$ cat src/verilog/cao_map.svh
// Opcodes, cycle counts and reset values of the addressing and execute core
`ifndef CAO_MAP_SVH
`define CAO_MAP_SVH
`define CAO_OP_PREFIX 8'h9E
`define CAO_OP_MOV_DD 8'h4E
`define CAO_OP_MOV_DX 8'h5E
`define CAO_OP_MOV_ID 8'h6E
`define CAO_OP_MOV_XD 8'h7E
`define CAO_OP_MUL 8'h42
`define CAO_OP_NEG_DIR 8'h30
`define CAO_OP_NEG_A 8'h40
`define CAO_OP_NEG_X 8'h50
`define CAO_OP_NEG_IX1 8'h60
`define CAO_OP_NEG_IX 8'h70
`define CAO_OP_NOP 8'h9D
`define CAO_OP_NSA 8'h62
`define CAO_OP_ORA_IMM 8'hAA
`define CAO_OP_ORA_DIR 8'hBA
`define CAO_OP_ORA_EXT 8'hCA
`define CAO_OP_ORA_IX2 8'hDA
`define CAO_OP_ORA_IX1 8'hEA
`define CAO_OP_ORA_IX 8'hFA
`define CAO_OP_PSH_A 8'h87
`define CAO_OP_PSH_H 8'h8B
`define CAO_OP_PSH_X 8'h89
`define CAO_OP_PUL_A 8'h86
`define CAO_OP_PUL_H 8'h8A
`define CAO_OP_PUL_X 8'h88
`define CAO_OP_ROL_DIR 8'h39
`define CAO_OP_ROL_A 8'h49
`define CAO_OP_ROL_X 8'h59
`define CAO_OP_ROL_IX1 8'h69
`define CAO_OP_ROL_IX 8'h79
`define CAO_OP_ROR_DIR 8'h36
`define CAO_OP_ROR_A 8'h46
`define CAO_OP_ROR_X 8'h56
`define CAO_OP_ROR_IX1 8'h66
`define CAO_OP_ROR_IX 8'h76
`define CAO_CYC_1 4'h1
`define CAO_CYC_2 4'h2
`define CAO_CYC_3 4'h3
`define CAO_CYC_4 4'h4
`define CAO_CYC_5 4'h5
`define CAO_CYC_6 4'h6
`define CAO_PC_RST 16'h0000
`define CAO_SP_RST 16'h00FF
`define CAO_ZP_HIGH 8'h00
`endif

$ cat src/verilog/cao_pkg.sv
// Types shared by the addressing and execute core
package cao_pkg;
    typedef enum logic [3:0] {
        C_BAD, C_NOP, C_MUL, C_NSA, C_NEG, C_ROL, C_ROR, C_ORA,
        C_PSH, C_PUL, C_MDD, C_MDX, C_MID, C_MXD
    } cao_cls_t;
    typedef enum logic [3:0] {
        M_INH, M_IMM, M_DIR, M_EXT, M_IX, M_IX1, M_IX2, M_SP1, M_SP2
    } cao_mode_t;
    typedef enum logic [1:0] {R_A, R_H, R_X} cao_reg_t;
    typedef enum logic [2:0] {
        S_OPC, S_B1, S_B2, S_RD, S_B3, S_WR, S_PAD
    } cao_state_t;
    typedef struct packed {
        cao_cls_t cls;
        cao_mode_t mode;
        cao_reg_t sel;
        logic [3:0] cyc;
    } cao_dec_t;
    typedef struct packed {
        logic [15:0] addr;
        logic [7:0] wdata;
        logic rd;
        logic wr;
    } cao_bus_t;
endpackage
$ cat src/verilog/cao_core.sv
// Operand address generation and execute for a subset of the 8-bit core
// Functional notes
// - Zero-page address is 0x00 above the one address byte fetched.
// - Full-address mode fetches two address bytes, upper byte first.
// - Seven indexed forms: five on the index pair, two on SP.
// - Plain index uses the pair; byte offset adds unsigned byte.
// - Post-increment index uses pair, then pair plus one; move only here.
// - Byte-offset post-increment is compare-branch only; not built here.
// - Moves 4E,5E,6E,7E copy source to destination; index forms bump pair.
// - Opcode 42 multiplies X by A unsigned into X:A in 5 cycles.
// - Negate 30 (5 cycles), 40 and 50 (1 cycle) give 0x00 minus operand.
// - Opcode 9D does nothing for exactly one cycle.
// - Opcode 62 swaps accumulator nibbles in one cycle.
// - OR into accumulator: AA immediate 2 cycles, BA zero-page 3.
// - Stack-relative forms are 9E prefix then the index-form opcode.
// - Push 87, 8B, 89 store at SP then decrement, 2 cycles.
// - Pull 86, 8A, 88 increment SP then load, 3 cycles.
// - Rotate left 39 (5 cycles), 49, 59 (1 cycle) through carry.
// - Rotate right 36 (5 cycles), 46, 56 (1 cycle) through carry.
`timescale 1ns/1ps
`include "cao_map.svh"
module cao_core (
    // Clock, reset, enable
    input wire logic mclk_in,
    input wire logic arst_n_in,
    input wire logic en_in,
    // Memory bus
    input wire logic [7:0] rdata_in,
    output cao_pkg::cao_bus_t bus_out,
    // Core state
    output logic [7:0] acc_out,
    output logic [15:0] idx_out,
    output logic [15:0] sp_out,
    output logic [15:0] pc_out,
    output logic carry_out,
    output logic done_out,
    output logic bad_op_out
);
    cao_pkg::cao_state_t state_ff, nxt_state;
    cao_pkg::cao_dec_t dec_ff, nxt_dec;
    cao_pkg::cao_bus_t bus_ff, nxt_bus;
    logic pre_ff, nxt_pre;
    logic [3:0] cnt_ff, nxt_cnt;
    logic [15:0] pc_ff, nxt_pc;
    logic [15:0] ea_ff, nxt_ea;
    logic [7:0] t1_ff, nxt_t1;
    logic [7:0] dat_ff, nxt_dat;
    logic [7:0] acc_ff, nxt_acc;
    logic [15:0] hx_ff, nxt_hx;
    logic [15:0] sp_ff, nxt_sp;
    logic c_ff, nxt_c;
    logic done_ff, nxt_done;
    logic bad_ff, nxt_bad;
    logic finish;

    function automatic cao_pkg::cao_dec_t mk(input cao_pkg::cao_cls_t c,
        input cao_pkg::cao_mode_t m, input cao_pkg::cao_reg_t s,
        input logic [3:0] n);
        mk.cls = c;
        mk.mode = m;
        mk.sel = s;
        mk.cyc = n;
    endfunction

    // Opcode to class, mode, register and bus-cycle count
    function automatic cao_pkg::cao_dec_t decode(input logic pre,
        input logic [7:0] op);
        decode = mk(cao_pkg::C_BAD, cao_pkg::M_INH, cao_pkg::R_A, `CAO_CYC_1);
        if (pre) begin
            case (op)
                `CAO_OP_NEG_IX1: decode = mk(cao_pkg::C_NEG, cao_pkg::M_SP1,
                    cao_pkg::R_A, `CAO_CYC_6);
                `CAO_OP_ROL_IX1: decode = mk(cao_pkg::C_ROL, cao_pkg::M_SP1,
                    cao_pkg::R_A, `CAO_CYC_6);
                `CAO_OP_ROR_IX1: decode = mk(cao_pkg::C_ROR, cao_pkg::M_SP1,
                    cao_pkg::R_A, `CAO_CYC_6);
                `CAO_OP_ORA_IX2: decode = mk(cao_pkg::C_ORA, cao_pkg::M_SP2,
                    cao_pkg::R_A, `CAO_CYC_5);
                `CAO_OP_ORA_IX1: decode = mk(cao_pkg::C_ORA, cao_pkg::M_SP1,
                    cao_pkg::R_A, `CAO_CYC_4);
                default: decode.cyc = `CAO_CYC_2;
            endcase
        end else begin
            case (op)
                `CAO_OP_MOV_DD: decode = mk(cao_pkg::C_MDD, cao_pkg::M_DIR,
                    cao_pkg::R_A, `CAO_CYC_5);
                `CAO_OP_MOV_DX: decode = mk(cao_pkg::C_MDX, cao_pkg::M_DIR,
                    cao_pkg::R_A, `CAO_CYC_5);
                `CAO_OP_MOV_ID: decode = mk(cao_pkg::C_MID, cao_pkg::M_IMM,
                    cao_pkg::R_A, `CAO_CYC_4);
                `CAO_OP_MOV_XD: decode = mk(cao_pkg::C_MXD, cao_pkg::M_DIR,
                    cao_pkg::R_A, `CAO_CYC_5);
                `CAO_OP_MUL: decode = mk(cao_pkg::C_MUL, cao_pkg::M_INH,
                    cao_pkg::R_A, `CAO_CYC_5);
                `CAO_OP_NEG_DIR: decode = mk(cao_pkg::C_NEG, cao_pkg::M_DIR,
                    cao_pkg::R_A, `CAO_CYC_5);
                `CAO_OP_NEG_A: decode = mk(cao_pkg::C_NEG, cao_pkg::M_INH,
                    cao_pkg::R_A, `CAO_CYC_1);
                `CAO_OP_NEG_X: decode = mk(cao_pkg::C_NEG, cao_pkg::M_INH,
                    cao_pkg::R_X, `CAO_CYC_1);
                `CAO_OP_NEG_IX1: decode = mk(cao_pkg::C_NEG, cao_pkg::M_IX1,
                    cao_pkg::R_A, `CAO_CYC_5);
                `CAO_OP_NEG_IX: decode = mk(cao_pkg::C_NEG, cao_pkg::M_IX,
                    cao_pkg::R_A, `CAO_CYC_4);
                `CAO_OP_NOP: decode = mk(cao_pkg::C_NOP, cao_pkg::M_INH,
                    cao_pkg::R_A, `CAO_CYC_1);
                `CAO_OP_NSA: decode = mk(cao_pkg::C_NSA, cao_pkg::M_INH,
                    cao_pkg::R_A, `CAO_CYC_1);
                `CAO_OP_ORA_IMM: decode = mk(cao_pkg::C_ORA, cao_pkg::M_IMM,
                    cao_pkg::R_A, `CAO_CYC_2);
                `CAO_OP_ORA_DIR: decode = mk(cao_pkg::C_ORA, cao_pkg::M_DIR,
                    cao_pkg::R_A, `CAO_CYC_3);
                `CAO_OP_ORA_EXT: decode = mk(cao_pkg::C_ORA, cao_pkg::M_EXT,
                    cao_pkg::R_A, `CAO_CYC_4);
                `CAO_OP_ORA_IX2: decode = mk(cao_pkg::C_ORA, cao_pkg::M_IX2,
                    cao_pkg::R_A, `CAO_CYC_4);
                `CAO_OP_ORA_IX1: decode = mk(cao_pkg::C_ORA, cao_pkg::M_IX1,
                    cao_pkg::R_A, `CAO_CYC_3);
                `CAO_OP_ORA_IX: decode = mk(cao_pkg::C_ORA, cao_pkg::M_IX,
                    cao_pkg::R_A, `CAO_CYC_3);
                `CAO_OP_PSH_A: decode = mk(cao_pkg::C_PSH, cao_pkg::M_INH,
                    cao_pkg::R_A, `CAO_CYC_2);
                `CAO_OP_PSH_H: decode = mk(cao_pkg::C_PSH, cao_pkg::M_INH,
                    cao_pkg::R_H, `CAO_CYC_2);
                `CAO_OP_PSH_X: decode = mk(cao_pkg::C_PSH, cao_pkg::M_INH,
                    cao_pkg::R_X, `CAO_CYC_2);
                `CAO_OP_PUL_A: decode = mk(cao_pkg::C_PUL, cao_pkg::M_INH,
                    cao_pkg::R_A, `CAO_CYC_3);
                `CAO_OP_PUL_H: decode = mk(cao_pkg::C_PUL, cao_pkg::M_INH,
                    cao_pkg::R_H, `CAO_CYC_3);
                `CAO_OP_PUL_X: decode = mk(cao_pkg::C_PUL, cao_pkg::M_INH,
                    cao_pkg::R_X, `CAO_CYC_3);
                `CAO_OP_ROL_DIR: decode = mk(cao_pkg::C_ROL, cao_pkg::M_DIR,
                    cao_pkg::R_A, `CAO_CYC_5);
                `CAO_OP_ROL_A: decode = mk(cao_pkg::C_ROL, cao_pkg::M_INH,
                    cao_pkg::R_A, `CAO_CYC_1);
                `CAO_OP_ROL_X: decode = mk(cao_pkg::C_ROL, cao_pkg::M_INH,
                    cao_pkg::R_X, `CAO_CYC_1);
                `CAO_OP_ROL_IX1: decode = mk(cao_pkg::C_ROL, cao_pkg::M_IX1,
                    cao_pkg::R_A, `CAO_CYC_5);
                `CAO_OP_ROL_IX: decode = mk(cao_pkg::C_ROL, cao_pkg::M_IX,
                    cao_pkg::R_A, `CAO_CYC_4);
                `CAO_OP_ROR_DIR: decode = mk(cao_pkg::C_ROR, cao_pkg::M_DIR,
                    cao_pkg::R_A, `CAO_CYC_5);
                `CAO_OP_ROR_A: decode = mk(cao_pkg::C_ROR, cao_pkg::M_INH,
                    cao_pkg::R_A, `CAO_CYC_1);
                `CAO_OP_ROR_X: decode = mk(cao_pkg::C_ROR, cao_pkg::M_INH,
                    cao_pkg::R_X, `CAO_CYC_1);
                `CAO_OP_ROR_IX1: decode = mk(cao_pkg::C_ROR, cao_pkg::M_IX1,
                    cao_pkg::R_A, `CAO_CYC_5);
                `CAO_OP_ROR_IX: decode = mk(cao_pkg::C_ROR, cao_pkg::M_IX,
                    cao_pkg::R_A, `CAO_CYC_4);
                default: ;
            endcase
        end
    endfunction

    // Read-modify-write result, carry in bit 8
    function automatic logic [8:0] alu(input cao_pkg::cao_cls_t cls,
        input logic [7:0] v, input logic c);
        case (cls)
            cao_pkg::C_NEG: alu = {c, 8'h00 - v};
            cao_pkg::C_ROL: alu = {v[7], v[6:0], c};
            cao_pkg::C_ROR: alu = {v[0], c, v[7:1]};
            default: alu = {c, v};
        endcase
    endfunction

    wire cao_pkg::cao_dec_t dec_w = decode(pre_ff, rdata_in);
    wire [7:0] sel_w = (dec_w.sel == cao_pkg::R_A) ? acc_ff :
        (dec_w.sel == cao_pkg::R_H) ? hx_ff[15:8] : hx_ff[7:0];
    wire [8:0] inh_w = alu(dec_w.cls, sel_w, c_ff);
    wire [8:0] mem_w = alu(dec_ff.cls, rdata_in, c_ff);
    wire [15:0] prod_w = {8'h00, hx_ff[7:0]} * {8'h00, acc_ff};
    wire [15:0] off2_w = {t1_ff, rdata_in};
    wire [15:0] off1_w = {8'h00, rdata_in};
    wire [15:0] zp_w = {`CAO_ZP_HIGH, rdata_in};
    wire [15:0] hx_inc_w = hx_ff + 16'h0001;

    always_comb begin
        nxt_state = state_ff;
        nxt_pre = pre_ff;
        nxt_dec = dec_ff;
        nxt_cnt = (cnt_ff != 4'h0) ? cnt_ff - 4'h1 : 4'h0;
        nxt_pc = pc_ff;
        nxt_ea = ea_ff;
        nxt_t1 = t1_ff;
        nxt_dat = dat_ff;
        nxt_acc = acc_ff;
        nxt_hx = hx_ff;
        nxt_sp = sp_ff;
        nxt_c = c_ff;
        nxt_bus = '0;
        nxt_done = 1'b0;
        nxt_bad = 1'b0;
        finish = 1'b0;
        case (state_ff)
            cao_pkg::S_OPC: begin
                nxt_pc = pc_ff + 16'h0001;
                if (!pre_ff && rdata_in == `CAO_OP_PREFIX) begin
                    nxt_pre = 1'b1;
                    nxt_bus.addr = nxt_pc;
                    nxt_bus.rd = 1'b1;
                end else begin
                    nxt_pre = 1'b0;
                    nxt_dec = dec_w;
                    nxt_cnt = dec_w.cyc - (pre_ff ? 4'h2 : 4'h1);
                    if (dec_w.mode == cao_pkg::M_INH) begin
                        finish = 1'b1;
                        case (dec_w.cls)
                            cao_pkg::C_BAD: nxt_bad = 1'b1;
                            cao_pkg::C_MUL: begin
                                nxt_hx[7:0] = prod_w[15:8];
                                nxt_acc = prod_w[7:0];
                            end
                            cao_pkg::C_NSA:
                                nxt_acc = {acc_ff[3:0], acc_ff[7:4]};
                            cao_pkg::C_NEG, cao_pkg::C_ROL, cao_pkg::C_ROR: begin
                                nxt_c = inh_w[8];
                                if (dec_w.sel == cao_pkg::R_X)
                                    nxt_hx[7:0] = inh_w[7:0];
                                else
                                    nxt_acc = inh_w[7:0];
                            end
                            cao_pkg::C_PSH: begin
                                finish = 1'b0;
                                nxt_state = cao_pkg::S_WR;
                                nxt_bus.addr = sp_ff;
                                nxt_bus.wdata = sel_w;
                                nxt_bus.wr = 1'b1;
                                nxt_sp = sp_ff - 16'h0001;
                            end
                            cao_pkg::C_PUL: begin
                                finish = 1'b0;
                                nxt_sp = sp_ff + 16'h0001;
                                nxt_state = cao_pkg::S_RD;
                                nxt_bus.addr = nxt_sp;
                                nxt_bus.rd = 1'b1;
                            end
                            default: ;
                        endcase
                    end else if (dec_w.mode == cao_pkg::M_IX) begin
                        nxt_state = cao_pkg::S_RD;
                        nxt_ea = hx_ff;
                        nxt_bus.addr = hx_ff;
                        nxt_bus.rd = 1'b1;
                    end else begin
                        nxt_state = cao_pkg::S_B1;
                        nxt_bus.addr = nxt_pc;
                        nxt_bus.rd = 1'b1;
                    end
                end
            end
            cao_pkg::S_B1: begin
                nxt_pc = pc_ff + 16'h0001;
                nxt_t1 = rdata_in;
                nxt_bus.rd = 1'b1;
                nxt_state = cao_pkg::S_RD;
                case (dec_ff.mode)
                    cao_pkg::M_IMM: begin
                        if (dec_ff.cls == cao_pkg::C_ORA) begin
                            nxt_acc = acc_ff | rdata_in;
                            nxt_bus.rd = 1'b0;
                            finish = 1'b1;
                        end else begin
                            nxt_dat = rdata_in;
                            nxt_state = cao_pkg::S_B3;
                            nxt_bus.addr = nxt_pc;
                        end
                    end
                    cao_pkg::M_DIR: begin
                        nxt_ea = (dec_ff.cls == cao_pkg::C_MXD) ? hx_ff : zp_w;
                        nxt_bus.addr = nxt_ea;
                    end
                    cao_pkg::M_IX1: begin
                        nxt_ea = hx_ff + off1_w;
                        nxt_bus.addr = nxt_ea;
                    end
                    cao_pkg::M_SP1: begin
                        nxt_ea = sp_ff + off1_w;
                        nxt_bus.addr = nxt_ea;
                    end
                    default: begin
                        nxt_state = cao_pkg::S_B2;
                        nxt_bus.addr = nxt_pc;
                    end
                endcase
            end
            cao_pkg::S_B2: begin
                nxt_pc = pc_ff + 16'h0001;
                case (dec_ff.mode)
                    cao_pkg::M_IX2: nxt_ea = hx_ff + off2_w;
                    cao_pkg::M_SP2: nxt_ea = sp_ff + off2_w;
                    default: nxt_ea = off2_w;
                endcase
                nxt_state = cao_pkg::S_RD;
                nxt_bus.addr = nxt_ea;
                nxt_bus.rd = 1'b1;
            end
            cao_pkg::S_RD: begin
                nxt_state = cao_pkg::S_WR;
                nxt_bus.wr = 1'b1;
                nxt_bus.wdata = rdata_in;
                case (dec_ff.cls)
                    cao_pkg::C_ORA: begin
                        nxt_acc = acc_ff | rdata_in;
                        nxt_bus.wr = 1'b0;
                        finish = 1'b1;
                    end
                    cao_pkg::C_PUL: begin
                        nxt_bus.wr = 1'b0;
                        finish = 1'b1;
                        case (dec_ff.sel)
                            cao_pkg::R_H: nxt_hx[15:8] = rdata_in;
                            cao_pkg::R_X: nxt_hx[7:0] = rdata_in;
                            default: nxt_acc = rdata_in;
                        endcase
                    end
                    cao_pkg::C_MDD: begin
                        nxt_dat = rdata_in;
                        nxt_state = cao_pkg::S_B3;
                        nxt_bus.wr = 1'b0;
                        nxt_bus.rd = 1'b1;
                        nxt_bus.addr = pc_ff;
                    end
                    cao_pkg::C_MDX: begin
                        nxt_bus.addr = hx_ff;
                        nxt_hx = hx_inc_w;
                    end
                    cao_pkg::C_MXD: begin
                        nxt_hx = hx_inc_w;
                        nxt_bus.addr = {`CAO_ZP_HIGH, t1_ff};
                    end
                    default: begin
                        nxt_c = mem_w[8];
                        nxt_bus.addr = ea_ff;
                        nxt_bus.wdata = mem_w[7:0];
                    end
                endcase
            end
            cao_pkg::S_B3: begin
                nxt_pc = pc_ff + 16'h0001;
                nxt_state = cao_pkg::S_WR;
                nxt_bus.addr = zp_w;
                nxt_bus.wdata = dat_ff;
                nxt_bus.wr = 1'b1;
            end
            cao_pkg::S_WR: finish = 1'b1;
            cao_pkg::S_PAD: finish = 1'b1;
            default: finish = 1'b1;
        endcase
        if (finish) begin
            nxt_bus = '0;
            if (nxt_cnt == 4'h0) begin
                nxt_state = cao_pkg::S_OPC;
                nxt_done = 1'b1;
                nxt_bus.addr = nxt_pc;
                nxt_bus.rd = 1'b1;
            end else begin
                nxt_state = cao_pkg::S_PAD;
            end
        end
    end

    always_ff @(posedge mclk_in or negedge arst_n_in) begin
        if (!arst_n_in) begin
            state_ff <= cao_pkg::S_OPC;
            dec_ff <= '0;
            bus_ff <= '{addr: `CAO_PC_RST, wdata: 8'h00, rd: 1'b1, wr: 1'b0};
            {pre_ff, cnt_ff, ea_ff, t1_ff, dat_ff} <= '0;
            {acc_ff, hx_ff, c_ff, done_ff, bad_ff} <= '0;
            pc_ff <= `CAO_PC_RST;
            sp_ff <= `CAO_SP_RST;
        end else if (en_in) begin
            state_ff <= nxt_state;
            dec_ff <= nxt_dec;
            bus_ff <= nxt_bus;
            {pre_ff, cnt_ff, ea_ff, t1_ff, dat_ff} <=
                {nxt_pre, nxt_cnt, nxt_ea, nxt_t1, nxt_dat};
            {acc_ff, hx_ff, c_ff, done_ff, bad_ff} <=
                {nxt_acc, nxt_hx, nxt_c, nxt_done, nxt_bad};
            pc_ff <= nxt_pc;
            sp_ff <= nxt_sp;
        end
    end

    assign bus_out = bus_ff;
    assign acc_out = acc_ff;
    assign idx_out = hx_ff;
    assign sp_out = sp_ff;
    assign pc_out = pc_ff;
    assign carry_out = c_ff;
    assign done_out = done_ff;
    assign bad_op_out = bad_ff;
endmodule // cao_core

$ cat config.mk
export PLATFORM = sky130hd
export DESIGN_NAME = cao_core
export DESIGN_NICKNAME = d
export VERILOG_FILES = /design/src/verilog/cao_pkg.sv /design/src/verilog/cao_core.sv
export VERILOG_INCLUDE_DIRS = /design/src /design/src/verilog
export SDC_FILE = /design/constraint.sdc
export NUM_CORES = 1
export LEC_CHECK = 0
export BUFFER_PORTS_ARGS = -buffer_cell sky130_fd_sc_hd__clkbuf_2
export CORE_ASPECT_RATIO = 1.5
export CORE_MARGIN = 3
export CORE_UTILIZATION = 35
export CTS_CLUSTER_DIAMETER = 30
export DETAILED_ROUTE_END_ITERATION = 8
export GPL_TIMING_DRIVEN = 0
export MAX_ROUTING_LAYER = met4
export SLEW_MARGIN = 20
export SYNTH_ARGS = -nofsm -noshare
export SYNTH_HDL_FRONTEND = slang
export SYNTH_SLANG_ARGS = --single-unit
$ cat constraint.sdc
create_clock -name mclk_in -period 4.4 [get_ports mclk_in]
set_input_delay 0.22 -clock mclk_in [delete_from_list [all_inputs] [get_ports mclk_in]]
set_output_delay 0.22 -clock mclk_in [all_outputs]
set_load 0.01 [all_outputs]
==> impl_results.md, run 1 <==
- Outcome: finished, violations left
- Violated checks: setup timing
- Max transition margin: 22.8%
- Die height: 265 um
- Max-cap viol count: 0
- IO buf count: 95
- DP HPWL: 66600 um
- Asr flop ratio synth: 100%
- Met2 Routed Length: 40200 um
- Lkg Pwr: 7.67 nW
- GRT Overall Usage: 36.7%
- CP max FO: 10
- Fmax achieved: 0.213 GHz
- Power Density: 680 mW/mm2
- DRC errors left: 0
- Synth Flop Type: dfrtp_1
- Max layer used: met4
- Setup slack after layout: -287 ps
- Clock Power Share: 11.9%
- WL final: 86200 um
- Post-Synthesis Cell Area: 0.0157 mm2
- Post-synth EDFFs: 0
- Peak VDD IR: 1.08 mV
- Vias per inst: 6.40
- Worst Max-Slew Pin Slew: 1160 ps
- Yosys top cell by area: dfrtp_1
- Row cnt: 94
- Post-route insts no fill: 2798
- Cell count after synthesis: 2042
- H-tree levels: 4
- Area after DPL: 0.0170 mm2
- Nature of the critical path endpoint: register
- Die area: 0.0475 mm2
- Nets@finish: 2337
- Wire per inst: 30.8 um
- Yosys top cell area share: 20.1%
- Clock sink count: 135
- Most frequent cell after synthesis: nand2_1
- Setup Skew: 22.9 ps
- Router iterations before antenna repair: 8
- # IOs: 96
- Die Width: 179 um
- First-pass GRT wire length: 122000 um
- Min cycle time layout: 4690 ps
- Core footprint: 0.0441 mm2
- Clock Tree Buf Depth: 2
- RSZ-0062 raised after global routing: yes
- Post-route ant nets: 0
- Internal power: 5.96 mW
- Post-synth top cells: nand2_1, nor2_1, o21ai_0
- Fraction of layout cells with a size suffix above 1: 17.7%
- Comb pwr share: 71.7%
- Met3 WL: 6430 um
- Metal-1 WL: 28900 um
- Final hold violations: 0
- Critical Path AT: 5040 ps
- CTS buffer count: 17
- Sequential fraction of the synthesis area: 21.6%
- Design Area, Final: 0.0186 mm2
- Remaining global-route overflow: 0
- Switch share: 53.0%
- Area growth, synth to finish: 18.7%
- Initial core utilization: 35.6%
- Dpl cells: 2714
- Worst setup SP type: register
- Largest net degree at the start of global routing: 84
- Clk pin slew, worst setup/hold paths: 90 ps
- CTS tree: done
- Root Buffer: clkbuf_16
- WP data required: 4750 ps
- Initial antenna violation count: 2
- Hold WC Path Type: in -> async
- Placer Congestion: 1.05
- Synth area leaders: dfrtp_1, ha_1, nand2_1
- Synth Area per Inst: 7.68 um2
- Clk_lat worst skew: 480 ps
- Final period util: 107%
- Sequential power share: 16.4%
- Net switching power: 6.71 mW
- Setup Viol. Count Final: 7
- Syn nets: 2171
- Slew Viols, Final: 0
- Initial DRC Count: 1851
- Synth Warn #: 0
- Routed vias: 17900
- Vias in the first global route: 17500
- Synth cell types: 101
- Crit Path Category: reg -> reg
- Number of synthesized register bits: 135
[cell type report]
type                    count  area (um2)
flip-flops and latches    135        3410
inverters                  93         367
clock inverters            15         155
clock buffers              17         425
multi-input cells        1652       11600
fillers                  4561       25500
plain buffers             157         917
repair buffers            152         980
well taps                 576         721
diodes                      1        2.50
[routing by layer]
layer  track usage (%)  vias to the layer above
li1                  -                     7740
met1              37.7                     8619
met2              59.0                     1072
met3              6.27                      486
met4              33.7                        0
met5                 -                        -
[cell families after synthesis]
logic type                 synth area share, %
xor gates and xnor gates                  7.26
AOI/OAI and AO/OA                         27.2
muxes                                     4.05
adders and majority gates                 11.3
buffers and inverters                     6.65
DFF                                       21.6
and+or+nand+nor                           22.0
[worst max-delay path, stage by stage, from the launching register on]
cell       delay [ps]
dfrtp_2           490
clkbuf_16         180
clkbuf_16         170
nand2_2            60
fa_1              480
inv_1              50
fa_1              510
fa_1              540
inv_1              60
fa_1              500
inv_2              50
ha_4              310
o211ai_1          110
buf_4             170
a21oi_1           150
nor2_1             70
xor2_1            150
o21ai_0           120
a211oi_1          270
o21ai_1           110
[power groups by stage]
stage | logic (mW) | clock network, mW | registers (mW)
after floorplan | 5.05 | 0 | 1.93
after global placement | 7.53 | 0 | 2.10
after detailed placement | 7.59 | 0 | 2.11
after CTS | 8.62 | 1.53 | 2.05
after global routing | 9.71 | 1.58 | 2.09
final | 9.08 | 1.51 | 2.08
[repair_timing]
| action | CTS | global route |
|---|---|---|
| endpoints found under the setup margin | 80 | 53 |
| pin swaps | 48 | 30 |
| gates resized for setup | 117 | 32 |
| buffers inserted | 42 | 14 |
| hold buffers | 1 | 0 |
| hold endpoints to repair | 43 | 0 |
[registers in the layout, summed over array words and instances (netlist names)]
register,count
bus_out,26
ea_ff,16
idx_out,16
pc_out,16
sp_out,16
dec_ff,10
acc_out,8
dat_ff,8
t1_ff,8
cnt_ff,4
state_ff,3
bad_op_out,1
carry_out,1
done_out,1
pre_ff,1
[layout by cell type (no fill, tap or decap), drive strengths merged, types with 18 or more instances in the layout]
cell | Yosys | final
o31ai | 19 | 19
and2 | 34 | 34
nor3 | 44 | 44
or2 | 18 | 18
a31oi | 29 | 29
o211ai | 22 | 22
mux2 | 28 | 28
inv | 93 | 98
a211oi | 28 | 28
xnor2 | 72 | 72
a21oi | 142 | 142
clkbuf | 125 | 230
xor2 | 58 | 58
nand2 | 227 | 227
or3 | 24 | 24
o22ai | 20 | 20
a221oi | 28 | 28
mux2i | 32 | 32
nand3 | 36 | 36
nor2 | 206 | 206
a22oi | 20 | 20
o21ai | 150 | 150
nor2b | 19 | 19
dfrtp | 126 | 126
ha | 79 | 79
fa | 39 | 39
buf | 37 | 95
nand2b | 21 | 21
[final timing paths]
check                             from          to  slack [ps]  depth (start not counted)
hold reg to reg             bus_out[6]  bus_out[6]         490                          1
setup / recovery            idx_out[7]  idx_out[3]        -290                         19
min in group mclk_in       rdata_in[0]   dat_ff[0]         340                          3
max in group asynchronous    arst_n_in  idx_out[6]        3270                          3
setup reg to reg            idx_out[7]  idx_out[3]        -290                         19
hold / removal               arst_n_in  sp_out[14]         290                          2
[per-stage QoR]
step	hold WS (ps)	setup slack (ps)	total power, mW	setup TNS, ps	utilization (%)
2_1_floorplan	-75.6	-46.4	6.98	-46.4	-
3_3_place_gp	476	-2000	9.63	-120310	38.5
3_5_place_dp	222	-1900	9.70	-117060	38.6
4_1_cts	292	-262	12.2	-1030	41.8
5_1_grt	317	-447	13.4	-2320	42.2
6_report	285	-287	12.7	-1340	42.2
(Power assumes the default switching activity.)
==> run 2, diff against run 1 <==
clock period = 5.9 ns   (was 4.4 ns; I/O delays follow)
==> impl_results.md, run 2 (synthesized netlist as in run 1, its figures left out) <==
- Wire per inst: 30.8 um
- Core footprint: 0.0441 mm2
- WP data required: 6220 ps
- Switch share: 55.2%
- Setup WS pre-CTS: -489 ps
- Vias in the first global route: 17600
- Max layer used: met4
- Clock Tree Buf Depth: 2
- DP HPWL: 66300 um
- Setup Skew: 21.8 ps
- Max transition margin: 15.4%
- Max-cap viol count: 0
- Most common cell after layout, fill and taps aside: nand2_1
- Root Buffer: clkbuf_16
- Fmax achieved: 0.169 GHz
- Initial DRC Count: 1864
- Peak VDD IR: 0.550 mV
- RSZ-0062 raised after global routing: no
- Met2 Routed Length: 39100 um
- Clk_lat worst skew: 470 ps
- Crit Path Category: in -> reg
- Nature of the critical path endpoint: register
- Setup Viol. Count Final: 1
- Critical Path AT: 6220 ps
- CP max stage cell: clkbuf_1
- Die height: 265 um
- Power Density: 478 mW/mm2
- CTS tree: done
- Area growth, synth to finish: 12.4%
- Slew Viols, Final: 0
- Clock Power Share: 13.8%
- Largest register FFs: 26
- Die Width: 179 um
- FF/Latch Area: 0.00339 mm2
- Violated checks: setup timing
- Hold WC Path Type: in -> async
- Post-route ant nets: 0
- Clk pin slew, worst setup/hold paths: 70 ps
- Setup tns final: -8.25 ps
- Area after DPL: 0.0169 mm2
- First-pass GRT wire length: 122000 um
- Final hold violations: 0
- Internal power: 3.77 mW
- Worst Max-Slew Pin Slew: 1260 ps
- Outcome: finished, violations left
- Final period util: 100%
- Remaining global-route overflow: 0
- Router iterations before antenna repair: 9
- DRC errors left: 0
- Net switching power: 4.65 mW
- Nets@finish: 2289
- GRT Overall Usage: 36.6%
- Fraction of layout cells with a size suffix above 1: 12.3%
- Routed vias: 17700
- Met3 WL: 6040 um
- H-tree levels: 4
- Initial antenna violation count: 2
- Clock sink count: 135
- Design Area, Final: 0.0176 mm2
- Number of buffers and inverters on the critical path: 6
- Die area: 0.0475 mm2
- Sequential power share: 19.0%
- Worst setup SP type: input port
- Comb pwr share: 67.2%
- Min cycle time layout: 5910 ps
- CP top delay family: compound AO/OA/AOI/OAI gates
- Cell Chain, Critical Path: clkbuf_2, clkbuf_1, inv_1, ha_1, buf_2, nor4_2, o22ai_1, a211oi_1, a21o_1, buf_6, or2_2, ha_1, or3_1, mux2i_1, a31oi_1, o31ai_2, and3_1, buf_4, a211oi_1, a21oi_1
- Placer Congestion: 1.05
- Worst hold margin: 367 ps
- Layout Utilization: 40.0%
- Setup slack after layout: -8.25 ps
- WL final: 84600 um
- Row cnt: 94
- Lkg Pwr: 7.30 nW
- Footprint of the multi-input gates: 0.0113 mm2
- Metal-1 WL: 28800 um
- Initial core utilization: 35.6%
- # IOs: 96
- CP max FO: 10
- IO buf count: 95
- Filler Cells Inserted: 4724
- Vias per inst: 6.41
- Largest net degree at the start of global routing: 70
- Commonest non-fill, non-tap cells in the layout: nand2_1, nor2_1, o21ai_0, a21oi_1, dfrtp_1
- CTS buffer count: 17
- Slowest stage delay, CP: 610 ps
==> run 2: changes by cell type in the layout (fill, tap and decap cells not counted), sizes merged <==
| cell | delta |
|---|---|
| bufinv | +1 |
| inv | +3 |
| buf | -55 |
| clkbuf | +7 |
| clkinvlp | -4 |
| diode | +2 |
==> run 2: final cells by class <==
cell class | count | share of cell area, %
inverter | 93 | 1.98
timing repair buffer | 100 | 3.09
clock inverter | 15 | 1.03
antenna | 3 | 0.0426
multi-input combinational | 1652 | 64.1
clock buffer | 17 | 2.41
sequential | 135 | 19.2
tap | 576 | 4.09
buffer | 161 | 4.03
==> run 2: power groups by stage <==
stage	clock network, mW	logic [mW]	registers [mW]
after floorplan	0	3.61	1.43
after global placement	0	5.46	1.58
after detailed placement	0	5.51	1.58
after CTS	1.16	5.55	1.57
after global routing	1.20	6.16	1.61
final	1.16	5.66	1.60
==> run 2: timing repair <==
| item | CTS | global route |
|---|---|---|
| gates cloned | 0 | 0 |
| hold buffers | 1 | 0 |
| endpoints found under the hold margin | 58 | 0 |
| buffers inserted | 0 | 0 |
| endpoints found under the setup margin | 7 | 19 |
| resized for setup | 8 | 21 |
==> run 2: metrics by stage <==
step | instances | power [mW]
5_1_grt | 2752 | 8.96
3_3_place_gp | 2713 | 7.04
2_1_floorplan | 2042 | 5.04
4_1_cts | 2749 | 8.28
6_report | 2752 | 8.42
3_5_place_dp | 2716 | 7.10
==> run 2: path summary, 6_finish.rpt <==
check | start | end | slack [ps] | cells past startpoint
max | rdata_in[0] | bus_out[12] | -8 | 20
min | arst_n_in | sp_out[14] | 370 | 2
max reg2reg | idx_out[5] | idx_out[5] | 220 | 18
min reg2reg | bus_out[8] | bus_out[8] | 490 | 1
max in group asynchronous | arst_n_in | t1_ff[2] | 4730 | 3
min in group mclk_in | bus_out[8] | bus_out[8] | 490 | 1
==> run 2: per-layer routing <==
| metal | GRT usage [%] | vias up |
|---|---|---|
| li1 | - | 7657 |
| met1 | 38.4 | 8562 |
| met2 | 57.5 | 991 |
| met3 | 5.64 | 442 |
| met4 | 35.3 | 0 |
| met5 | - | - |
==> run 3, diff against run 2 <==
CORE_UTILIZATION = 45   (was 35)
RECOVER_POWER = 50   (was default)
==> impl_results.md, run 3 (synthesized netlist as in run 1, its figures left out) <==
- Die area: 0.0372 mm2
- Comb pwr share: 68.7%
- Post-route insts no fill: 2604
- Router iterations before antenna repair: 9
- Sequential power share: 18.2%
- Nets@finish: 2289
- RSZ-0062 raised after global routing: yes
- Final hold violations: 0
- IO buf count: 95
- Hold Path Stages: 3
- WP data required: 6270 ps
- Nature of the critical path endpoint: register
- Vias per inst: 6.88
- Die height: 235 um
- Initial antenna violation count: 6
- Design Area, Final: 0.0174 mm2
- Outcome: finished, violations left
- Area after DPL: 0.0168 mm2
- Worst Max-Slew Pin Slew: 4540 ps
- Slew Viols, Final: 77
- FF/Latch Area: 0.00339 mm2
- Layout Utilization: 50.6%
- Net switching power: 4.97 mW
- CTS tree: done
- Max transition margin: -203%
- Initial DRC Count: 2480
- H-tree levels: 4
- Wire per inst: 32.3 um
- First-pass GRT wire length: 120000 um
- Most common cell after layout, fill and taps aside: nand2_1
- Setup slack after layout: -5.83 ps
- Hold WC Path Type: in -> reg
- Worst reg2reg endpoint: idx_out[5]
- Hold path start: en_in
- Commonest non-fill, non-tap cells in the layout: nand2_1, nor2_1, clkbuf_1, o21ai_0, a21oi_1
- Largest net degree at the start of global routing: 78
- Clock Power Share: 13.1%
- DRC errors left: 2
- Fmax achieved: 0.169 GHz
- Max-cap viol count: 1
- Filler Cells Inserted: 3457
- RR Startpoint: idx_out[6]
- Final period util: 100%
- Core footprint: 0.0343 mm2
- Worst hold margin: 409 ps
- Largest register FFs: 26
- Row cnt: 83
- Peak VDD IR: 1.05 mV
- WL final: 84100 um
- Internal power: 3.75 mW
- DP HPWL: 63800 um
- Footprint of the multi-input gates: 0.0113 mm2
- R2r worst-path depth: 17
- Hold Path Sink: state_ff[1]
- Post-route ant nets: 0
- Fraction of layout cells with a size suffix above 1: 9.89%
- CTS buffer count: 17
- Worst reg2reg setup slack: 60 ps
- # IOs: 96
- Clock sink count: 135
- Setup Viol. Count Final: 1
- Routed vias: 17900
- Clock Tree Buf Depth: 2
- Setup tns final: -5.83 ps
- Vias in the first global route: 17500
- CP max FO: 10
- Switch share: 57.0%
- GRT Overall Usage: 46.0%
- Min cycle time layout: 5910 ps
- Clk pin slew, worst setup/hold paths: 70 ps
- Lkg Pwr: 7.13 nW
- Crit Path Category: in -> reg
- Placer Congestion: 1.10
- Root Buffer: clkbuf_16
- Initial core utilization: 45.8%
- Die Width: 158 um
- Power Density: 503 mW/mm2
- Worst setup SP type: input port
- Dpl cells: 2563
- Clk_lat worst skew: 480 ps
- Critical Path AT: 6280 ps
- Area growth, synth to finish: 10.6%
- Remaining global-route overflow: 0
- Setup Skew: 23.1 ps
- Violated checks: DRC, capacitance limit, slew limit, setup timing
## run 3: timing repair
action	CTS	global route
hold buffers	1	0
pin swaps	1	0
hold endpoints to repair	68	0
setup endpoints to repair	7	3
gates resized for setup	15	11
setup buffers	1	0
## run 3: through the flow
| step | setup WS, ps | total power [mW] |
|---|---|---|
| global route | -26.3 | 9.18 |
| global placement | -723 | 7.24 |
| CTS | 49.2 | 8.50 |
| finish | -5.83 | 8.73 |
| floorplan | 1110 | 5.04 |
| detailed placement | -730 | 7.30 |
## run 3: how the worst max path moves through the flow
stage / endpoint / depth (start not counted) / startpoint
after detailed placement: idx_out[5] / 18 / idx_out[4]
after CTS: idx_out[5] / 18 / idx_out[7]
after global placement: idx_out[5] / 18 / idx_out[4]
after floorplan: idx_out[4] / 18 / idx_out[4]
after global routing: idx_out[4] / 17 / idx_out[6]
final: bus_out[24] / 19 / rdata_in[0]
## run 3: layout make-up
| class | instances | area share, % |
|---|---|---|
| Multi-Input combinational cell | 1652 | 65.1 |
| Tap cell | 425 | 3.06 |
| Inverter | 93 | 2.01 |
| Timing Repair Buffer | 99 | 2.67 |
| Clock inverter | 15 | 0.908 |
| Clock buffer | 17 | 2.45 |
| Antenna cell | 6 | 0.0865 |
| Sequential cell | 135 | 19.5 |
| Buffer | 162 | 4.15 |
## run 3: layer usage
layer,vias to the layer above,global-route usage [%],part of all wire [%]
li1,7662,-,-
met1,8479,47.6,33
met2,1263,70.4,46
met3,524,12.1,9.5
met4,0,41.2,12
met5,-,-,0
## run 3: critical path, cell delays in order
cell and delay, ps:
clkbuf_2 400, clkbuf_1 730, inv_1 380, ha_1 360, buf_2 210, nand3b_2 150, o21ai_0 130, a2111oi_2 610
o2111ai_1 320, or2_2 350, ha_1 220, nor3_1 230, xnor2_1 110, o31ai_1 710, and3_1 250, buf_4 210
buf_4 280, nand2_1 80, a41oi_1 230
## run 3: power groups by stage
| stage | clock network (mW) | registers, mW | logic [mW] |
|---|---|---|---|
| after floorplan | 0 | 1.43 | 3.61 |
| after global placement | 0 | 1.56 | 5.67 |
| after detailed placement | 0 | 1.57 | 5.74 |
| after CTS | 1.13 | 1.55 | 5.82 |
| after global routing | 1.17 | 1.58 | 6.42 |
| final | 1.15 | 1.59 | 5.99 |
